--- src/rtl/aimto_defines.vh ---
// constants for the converter input mux and temperature offset block
`ifndef AIMTO_DEFINES_VH
`define AIMTO_DEFINES_VH
`define AIMTO_PAGE_MAIN     4'h0
`define AIMTO_PAGE_CFG      4'hF
`define AIMTO_ADDR_SEL      8'hBB
`define AIMTO_ADDR_OFFL     8'h85
`define AIMTO_ADDR_OFFH     8'h86
`define AIMTO_SEL_RESET     5'h1F
`define AIMTO_SEL_P0_LAST   5'h07
`define AIMTO_SEL_P1_FIRST  5'h0D
`define AIMTO_SEL_P1_LAST   5'h0F
`define AIMTO_SEL_P2_FIRST  5'h10
`define AIMTO_SEL_P2_LAST   5'h16
`define AIMTO_SEL_TEMP      5'h1B
`define AIMTO_SEL_VDD_A     5'h1C
`define AIMTO_SEL_VREG      5'h1D
`define AIMTO_SEL_VDD_B     5'h1E
`define AIMTO_SEL_GND       5'h1F
`define AIMTO_SRC_NONE      3'h0
`define AIMTO_SRC_PORT      3'h1
`define AIMTO_SRC_TEMP      3'h2
`define AIMTO_SRC_SUPPLY    3'h3
`define AIMTO_SRC_DREG      3'h4
`define AIMTO_SRC_GND       3'h5
`define AIMTO_SEL_MSB       4
`define AIMTO_SEL_LSB       0
`define AIMTO_SEL_PAD       3'h0
`define AIMTO_REG_BITS      8
`define AIMTO_OFFL_KEEP     2
`define AIMTO_OFFL_PAD      6'h00
`define AIMTO_RDATA_IDLE    8'h00
`define AIMTO_HIT_SEL       3'h4
`define AIMTO_HIT_OFFH      3'h2
`define AIMTO_HIT_OFFL      3'h1
`define AIMTO_PIN_P0_BASE   5'h00
`define AIMTO_PIN_P1_BASE   5'h08
`define AIMTO_PIN_P2_BASE   5'h0B
`define AIMTO_PINS_NONE     23'h000000
`define AIMTO_PIN_FIRST     23'h000001
`define AIMTO_HIZ_RESET     1'b1
`endif

--- src/rtl/aimto_mux_ctrl.v ---
// input channel select register, mux decode and factory offset readout
`timescale 1ns/10ps
`default_nettype none
`include "aimto_defines.vh"

// Behaviour
// decode five-bit select into port pin, sensor, supply, regulator, ground or reserved
// software selects ground before moving to the sensor channel
// software selects sensor channel to measure temperature, single-ended only
// sensor output high impedance while sensor enable bit is clear
// offset high register reads offset bits 9 to 2
// offset low register reads offset bits 1 and 0 at positions 7 and 6
// offset low bits 5 to 0 read zero, writes ignored
// offset registers hold per-device trimmed value, not a reset constant
// select register at page 0 address BB, upper three bits read zero
// writes to offset registers change nothing
module aimto_mux_ctrl #(
    parameter OFFSET_WIDTH = 10
) (
    input  wire                    core_clk,        // system clock, 250 MHz
    input  wire                    arst_n,          // async reset, active low
    input  wire [3:0]              sfrPage,         // current register page
    input  wire [7:0]              sfrAddr,         // register address
    input  wire                    sfrWr,           // write strobe
    input  wire                    sfrRd,           // read strobe
    input  wire [7:0]              sfrWdata,        // write data
    input  wire [OFFSET_WIDTH-1:0] factoryOffset,   // production-test offset value
    input  wire                    tempSensorEnable,// sensor enable from reference control
    output reg  [7:0]              sfrRdata,        // registered read data
    output reg                     sfrRdValid,      // read data valid pulse
    output reg  [4:0]              positiveInputSelect, // select code to analog mux
    output reg  [22:0]             portPinSelect,   // one-hot pin switch, P0 0-7,P1 5-7,P2 0-6
    output reg  [2:0]              muxSource,       // decoded source class
    output reg                     channelReserved, // select holds a reserved code
    output reg                     tempSensorHiZ    // sensor output floating
);

    ////////////////////////////////////////////////////////////////////////
    reg        rstMeta_q;
    reg        rstSync_q;
    wire       rstN = rstSync_q;

    always @(posedge core_clk or negedge arst_n) begin
        if (!arst_n) begin
            rstMeta_q <= 1'b0;
            rstSync_q <= 1'b0;
        end else begin
            rstMeta_q <= 1'b1;
            rstSync_q <= rstMeta_q;
        end
    end

    ////////////////////////////////////////////////////////////////////////
    // register decode; page and address must both match
    wire       hitSel;
    wire       hitOffL;
    wire       hitOffH;
    wire       selWrite;

    assign hitSel   = (sfrPage == `AIMTO_PAGE_MAIN) && (sfrAddr == `AIMTO_ADDR_SEL);
    assign hitOffL  = (sfrPage == `AIMTO_PAGE_CFG) && (sfrAddr == `AIMTO_ADDR_OFFL);
    assign hitOffH  = (sfrPage == `AIMTO_PAGE_CFG) && (sfrAddr == `AIMTO_ADDR_OFFH);
    // offset pages get no write path
    assign selWrite = sfrWr && hitSel;

    ////////////////////////////////////////////////////////////////////////
    reg [4:0] sel_q;
    reg [4:0] sel_d;

    always @* begin
        sel_d = sel_q;
        // select register write
        if (selWrite) begin
            // bits 7 to 5 have no storage
            sel_d = sfrWdata[`AIMTO_SEL_MSB:`AIMTO_SEL_LSB];
        end
    end

    // select holds ground after reset
    always @(posedge core_clk or negedge rstN) begin
        if (!rstN) begin
            sel_q <= `AIMTO_SEL_RESET;
        end else begin
            sel_q <= sel_d;
        end
    end

    ////////////////////////////////////////////////////////////////////////
    // offset is wired from trim storage, so it varies per part and has no reset value
    wire [7:0] selReadback;
    wire [7:0] offHighReadback;
    wire [7:0] offLowReadback;
    reg  [7:0] rdata_d;

    // upper bits zero
    assign selReadback     = {`AIMTO_SEL_PAD, sel_q};
    // offset high
    assign offHighReadback = factoryOffset[OFFSET_WIDTH-1:OFFSET_WIDTH-`AIMTO_REG_BITS];
    // offset low
    assign offLowReadback  = {factoryOffset[`AIMTO_OFFL_KEEP-1:0], `AIMTO_OFFL_PAD};

    always @* begin
        rdata_d = `AIMTO_RDATA_IDLE;
        case ({hitSel, hitOffH, hitOffL})
            `AIMTO_HIT_SEL: begin
                rdata_d = selReadback;
            end
            `AIMTO_HIT_OFFH: begin
                rdata_d = offHighReadback;
            end
            `AIMTO_HIT_OFFL: begin
                rdata_d = offLowReadback;
            end
            default: begin
                // unmapped addresses read back zero
                rdata_d = `AIMTO_RDATA_IDLE;
            end
        endcase
    end

    always @(posedge core_clk or negedge rstN) begin
        if (!rstN) begin
            sfrRdata   <= `AIMTO_RDATA_IDLE;
            sfrRdValid <= 1'b0;
        end else begin
            // bus idles at zero so it can be or-ed with other sources
            sfrRdata   <= sfrRd ? rdata_d : `AIMTO_RDATA_IDLE;
            sfrRdValid <= sfrRd;
        end
    end

    ////////////////////////////////////////////////////////////////////////
    reg        pinValid_d;
    reg [4:0]  pinIndex_d;
    reg [22:0] pins_d;
    reg [2:0]  src_d;
    reg        reserved_d;

    // port pin ranges
    always @* begin
        pinValid_d = 1'b0;
        pinIndex_d = `AIMTO_PIN_P0_BASE;
        if (sel_d <= `AIMTO_SEL_P0_LAST) begin
            pinValid_d = 1'b1;
            pinIndex_d = sel_d + `AIMTO_PIN_P0_BASE;
        end else if ((sel_d >= `AIMTO_SEL_P1_FIRST) && (sel_d <= `AIMTO_SEL_P1_LAST)) begin
            pinValid_d = 1'b1;
            pinIndex_d = sel_d - `AIMTO_SEL_P1_FIRST + `AIMTO_PIN_P1_BASE;
        end else if ((sel_d >= `AIMTO_SEL_P2_FIRST) && (sel_d <= `AIMTO_SEL_P2_LAST)) begin
            pinValid_d = 1'b1;
            pinIndex_d = sel_d - `AIMTO_SEL_P2_FIRST + `AIMTO_PIN_P2_BASE;
        end
    end

    // one shifter instead of a comparator per pin
    always @* begin
        pins_d = `AIMTO_PINS_NONE;
        if (pinValid_d) begin
            pins_d = `AIMTO_PIN_FIRST << pinIndex_d;
        end
    end

    // channel class decode
    always @* begin
        src_d = `AIMTO_SRC_NONE;
        case (sel_d)
            `AIMTO_SEL_TEMP: begin
                src_d = `AIMTO_SRC_TEMP;
            end
            `AIMTO_SEL_VDD_A: begin
                src_d = `AIMTO_SRC_SUPPLY;
            end
            `AIMTO_SEL_VREG: begin
                src_d = `AIMTO_SRC_DREG;
            end
            `AIMTO_SEL_VDD_B: begin
                src_d = `AIMTO_SRC_SUPPLY;
            end
            `AIMTO_SEL_GND: begin
                src_d = `AIMTO_SRC_GND;
            end
            default: begin
                if (pinValid_d) begin
                    src_d = `AIMTO_SRC_PORT;
                end
            end
        endcase
    end

    // reserved codes stored, nothing switched in
    always @* begin
        reserved_d = (src_d == `AIMTO_SRC_NONE);
    end

    ////////////////////////////////////////////////////////////////////////
    // outputs follow the register's next value so they land with the write
    always @(posedge core_clk or negedge rstN) begin
        if (!rstN) begin
            positiveInputSelect <= `AIMTO_SEL_RESET;
            portPinSelect       <= `AIMTO_PINS_NONE;
            muxSource           <= `AIMTO_SRC_GND;
            channelReserved     <= 1'b0;
        end else begin
            positiveInputSelect <= sel_d;
            portPinSelect       <= pins_d;
            muxSource           <= src_d;
            channelReserved     <= reserved_d;
        end
    end

    ////////////////////////////////////////////////////////////////////////
    // ground-before-sensor sequencing is left to software; the mux
    // switches straight to whatever code is written
    // sensor floats
    always @(posedge core_clk or negedge rstN) begin
        if (!rstN) begin
            tempSensorHiZ <= `AIMTO_HIZ_RESET;
        end else begin
            tempSensorHiZ <= ~tempSensorEnable;
        end
    end

endmodule
`default_nettype wire

--- config.mk ---
export PLATFORM = sky130hd
export DESIGN_NAME = aimto_mux_ctrl
export DESIGN_NICKNAME = d
export VERILOG_FILES = /design/src/rtl/aimto_mux_ctrl.v
export VERILOG_INCLUDE_DIRS = /design/src /design/src/rtl
export SDC_FILE = /design/constraint.sdc
export NUM_CORES = 1
export LEC_CHECK = 0
export ABC_AREA = 1
export BUFFER_PORTS_ARGS = -buffer_cell sky130_fd_sc_hd__buf_2
export CAP_MARGIN = 10
export CORE_MARGIN = 5
export CORE_UTILIZATION = 25
export CTS_BUF_LIST = sky130_fd_sc_hd__clkbuf_8
export CTS_CLUSTER_DIAMETER = 80
export DETAILED_ROUTE_END_ITERATION = 10
export PLACE_DENSITY = 0.48
export SYNTH_ARGS = -nofsm -noshare
export SYNTH_HDL_FRONTEND = slang
export SYNTH_SLANG_ARGS = --single-unit
--- constraint.sdc ---
create_clock -name core_clk -period 2.4 [get_ports core_clk]
set_clock_uncertainty 0.15 [all_clocks]
set_input_delay 0.48 -clock core_clk [delete_from_list [all_inputs] [get_ports core_clk]]
set_output_delay 0.48 -clock core_clk [all_outputs]
set_load 0.02 [all_outputs]
==> results.sh <==
export IMPL_slew_headroom_pct=40.4
export IMPL_ys_types=28
export IMPL_seq_area_um2=1110
export IMPL_post_drt_wl_per_cell_um=11.3
export IMPL_dp_hpwl_mm=3.98
export IMPL_cts_buffers=5
export IMPL_placed_area_um2=2780
export IMPL_initial_utilization_pct=25.5
export IMPL_ys_warn_count=0
export IMPL_reg2reg_to="portPinSelect[14]$_DFF_PN0_"
export IMPL_via_count=1741
export IMPL_route_detailed_drc=0
export IMPL_avgSynthCellArea_um2=9.24
export IMPL_grt_pass1_vias=1717
export IMPL_antenna_found_initial=0
export IMPL_path_class="in2reg"
export IMPL_drv_slew=0
export IMPL_rsz0062_at_grt="no"
export IMPL_drtPass1Iterations=4
export IMPL_finalWirelength_mm=4.95
export IMPL_synthTopCellsByArea="dfrtp_1, dfstp_2, inv_1"
export IMPL_instances_no_fill=439
export IMPL_cp_end_kind="flop"
export IMPL_synth_top_area_cell="dfrtp_1"
export IMPL_yosys_register_bits=44
export IMPL_p_leak_nw=1.62
export IMPL_crit_path_max_fanout=6
export IMPL_antenna_cells=0
export IMPL_status="finished, final reports clean"
export IMPL_hold_slack_ns=0.132
export IMPL_ys_seq_area_share_pct=53.7
export IMPL_rrSetupSlack_ns=0.38
export IMPL_viasPerCell=3.97
export IMPL_worstPathArrival_ns=2.33
export IMPL_syn_cell_area_um2=2070
export IMPL_cts_htree_levels=2
export IMPL_fillers=847
export IMPL_cap_violations=0
export IMPL_clk_root_buffer_cell="clkbuf_8"
export IMPL_cts_tree="built"
export IMPL_fmax_ghz=0.444
export IMPL_final_antenna_net_count=0
export IMPL_syn_to_final_growth_pct=41.9
export IMPL_vdd_drop_max_mv=0.185
export IMPL_dieArea_um2=10200
export IMPL_fin_crit_sh_pct=93.8
export IMPL_rr_startpoint="positiveInputSelect[0]$_DFF_PN1_"
export IMPL_hp_class="in2reg"
export IMPL_io_buffers=73
export IMPL_worst_slew_pin_slew_ns=0.894
export IMPL_num_rows=33
export IMPL_syn_inst=224
export IMPL_routabilityCongestion=0.854
export IMPL_grt_pass1_wl_mm=8.08
export IMPL_cp_start_kind="primary input"
export IMPL_clockBufferDepth=2
export IMPL_insertion_delay_ns=0.29
export IMPL_clk_pin_slew_ns=0.08
export IMPL_drive_above_1_share_pct=47.0
export IMPL_multiInputGateArea_um2=810
export IMPL_grt_use_total_pct=9.94
export IMPL_hold_viol=0
export IMPL_reg2regPathDepth=10
export IMPL_dieHeight_um=101
export IMPL_core_area_um2=8130
export IMPL_powerDensity_nw_per_um2=454
export IMPL_clock_sinks=44
export IMPL_drtIter0Drc=51
export IMPL_nNetsFinal=370
export IMPL_required_ns=2.48
export IMPL_chipWidth_um=101
export IMPL_period_minus_slack_ns=2.25
export IMPL_io_pins=77
export IMPL_yosysTopAreaCellShare_pct=43.5
export IMPL_grt_max_degree=43
export IMPL_worst_setup_path_endpoint="portPinSelect[14]$_DFF_PN0_"
export IMPL_grt_overflow=0
export IMPL_critPathLaunch="sfrAddr[6]"
export IMPL_fin_area_um2=2940
export IMPL_place_inst=428
export IMPL_hold_depth=2
export IMPL_setup_viol=0
==> timing repair <==
item                                    CTS  global route
resized for setup                         0             6
buffers inserted                          0             2
endpoints found under the hold margin     2             0
hold buffers                              1             0
endpoints found under the setup margin    0            18
==> layer usage <==
| metal | up-vias | track usage (%) | share of wire (%) |
|---|---|---|---|
| li1 | 911 | - | - |
| met1 | 795 | 13.3 | 44 |
| met2 | 28 | 16.2 | 50 |
| met3 | 7 | 2.01 | 4.7 |
| met4 | 0 | 3.07 | 1.4 |
| met5 | - | 0 | 0 |
==> where the power goes <==
part	switching (mW)	internal, mW
Combinational	0.0521	0.0446
Clock	0.242	0.230
Sequential	0.0146	0.750
==> metrics by stage <==
stage	setup TNS [ns]	worst slack [ns]	utilization [%]	power, mW
after floorplan	0	0.00432	-	0.815
after global placement	-3.32	-0.182	34.2	0.872
after detailed placement	-4.09	-0.221	34.2	0.874
after CTS	0	0.0889	35.5	1.36
after global routing	0	0.00000311	36.1	1.40
final	0	0.148	36.1	1.33
==> synth_stat cells (all sizes together) <==
cell type  number
nand2          44
inv            43
nor2           38
dfrtp          36
nand3          24
nand4           9
dfstp           8
o21ai           5
o22ai           5
conb            2
ha              2
nor3            2
a31oi           1
clkinv          1
nor3b           1
nor4            1
o21a            1
or2             1
==> cell type report <==
class                   count  share of cell area, %
inverters                  44                   5.79
repair buffers            100                   21.1
multi-input cells         138                   27.6
clock inverters             2                  0.383
well taps                 105                   4.47
clock buffers               6                   2.81
flip-flops and latches     44                   37.9
==> cells by family after synthesis <==
logic type      after synthesis  synth area share, %
buf+inv                      44                 8.22
other cells                   2                0.363
compound gates               12                 4.11
flops                        44                 53.7
simple gates                120                 32.4
fa+ha+maj                     2                 1.21
==> sequential cells by signal, indices dropped and copies added, names as in the netlist <==
register	flops
portPinSelect	23
tempSensorHiZ	1
positiveInputSelect	5
sfrRdValid	1
channelReserved	1
sfrRdata	8
muxSource	3
rstMeta_q	1
rstN	1
==> critical path, cell delays in order <==
cell and delay (ns):
buf_2 0.12, nor2_4 0.12, nand2_2 0.08, nor2_4 0.14
buf_12 0.12, nand3_4 0.08, nand2_2 0.09, nand2_4 0.06
buf_4 0.16, ha_1 0.29, inv_1 0.11, nand3_2 0.10
nand3_4 0.15, nand3_1 0.13, nor2_1 0.11
==> cells in the final DEF, fill, tap and decap left out, types with 2 or more instances in the layout <==
master,netlist,layout
buf_2,0,73
inv_1,37,36
dfrtp_1,36,35
nand2_1,36,34
nor2_1,30,29
buf_4,0,22
nand3_1,14,13
nand2_2,7,9
inv_2,6,8
nand4_1,8,8
nand3_2,7,8
dfstp_2,8,8
clkbuf_8,0,6
nor2_4,5,5
o22ai_1,5,5
nor2_2,3,4
buf_12,0,4
conb_1,2,4
nand3_4,3,3
o21ai_0,3,3
nor3_1,2,2
ha_1,2,2
==> worst min-delay path by stage <==
stage,from,end,slack [ns]
floorplan,arst_n,rstMeta_q$_DFF_PN0_,0.03
global placement,arst_n,rstMeta_q$_DFF_PN0_,0.12
detailed placement,arst_n,rstMeta_q$_DFF_PN0_,0.12
CTS,tempSensorEnable,tempSensorHiZ$_DFF_PN1_,0.12
global route,tempSensorEnable,tempSensorHiZ$_DFF_PN1_,0.12
finish,tempSensorEnable,tempSensorHiZ$_DFF_PN1_,0.13
(Power assumes the default switching activity.)
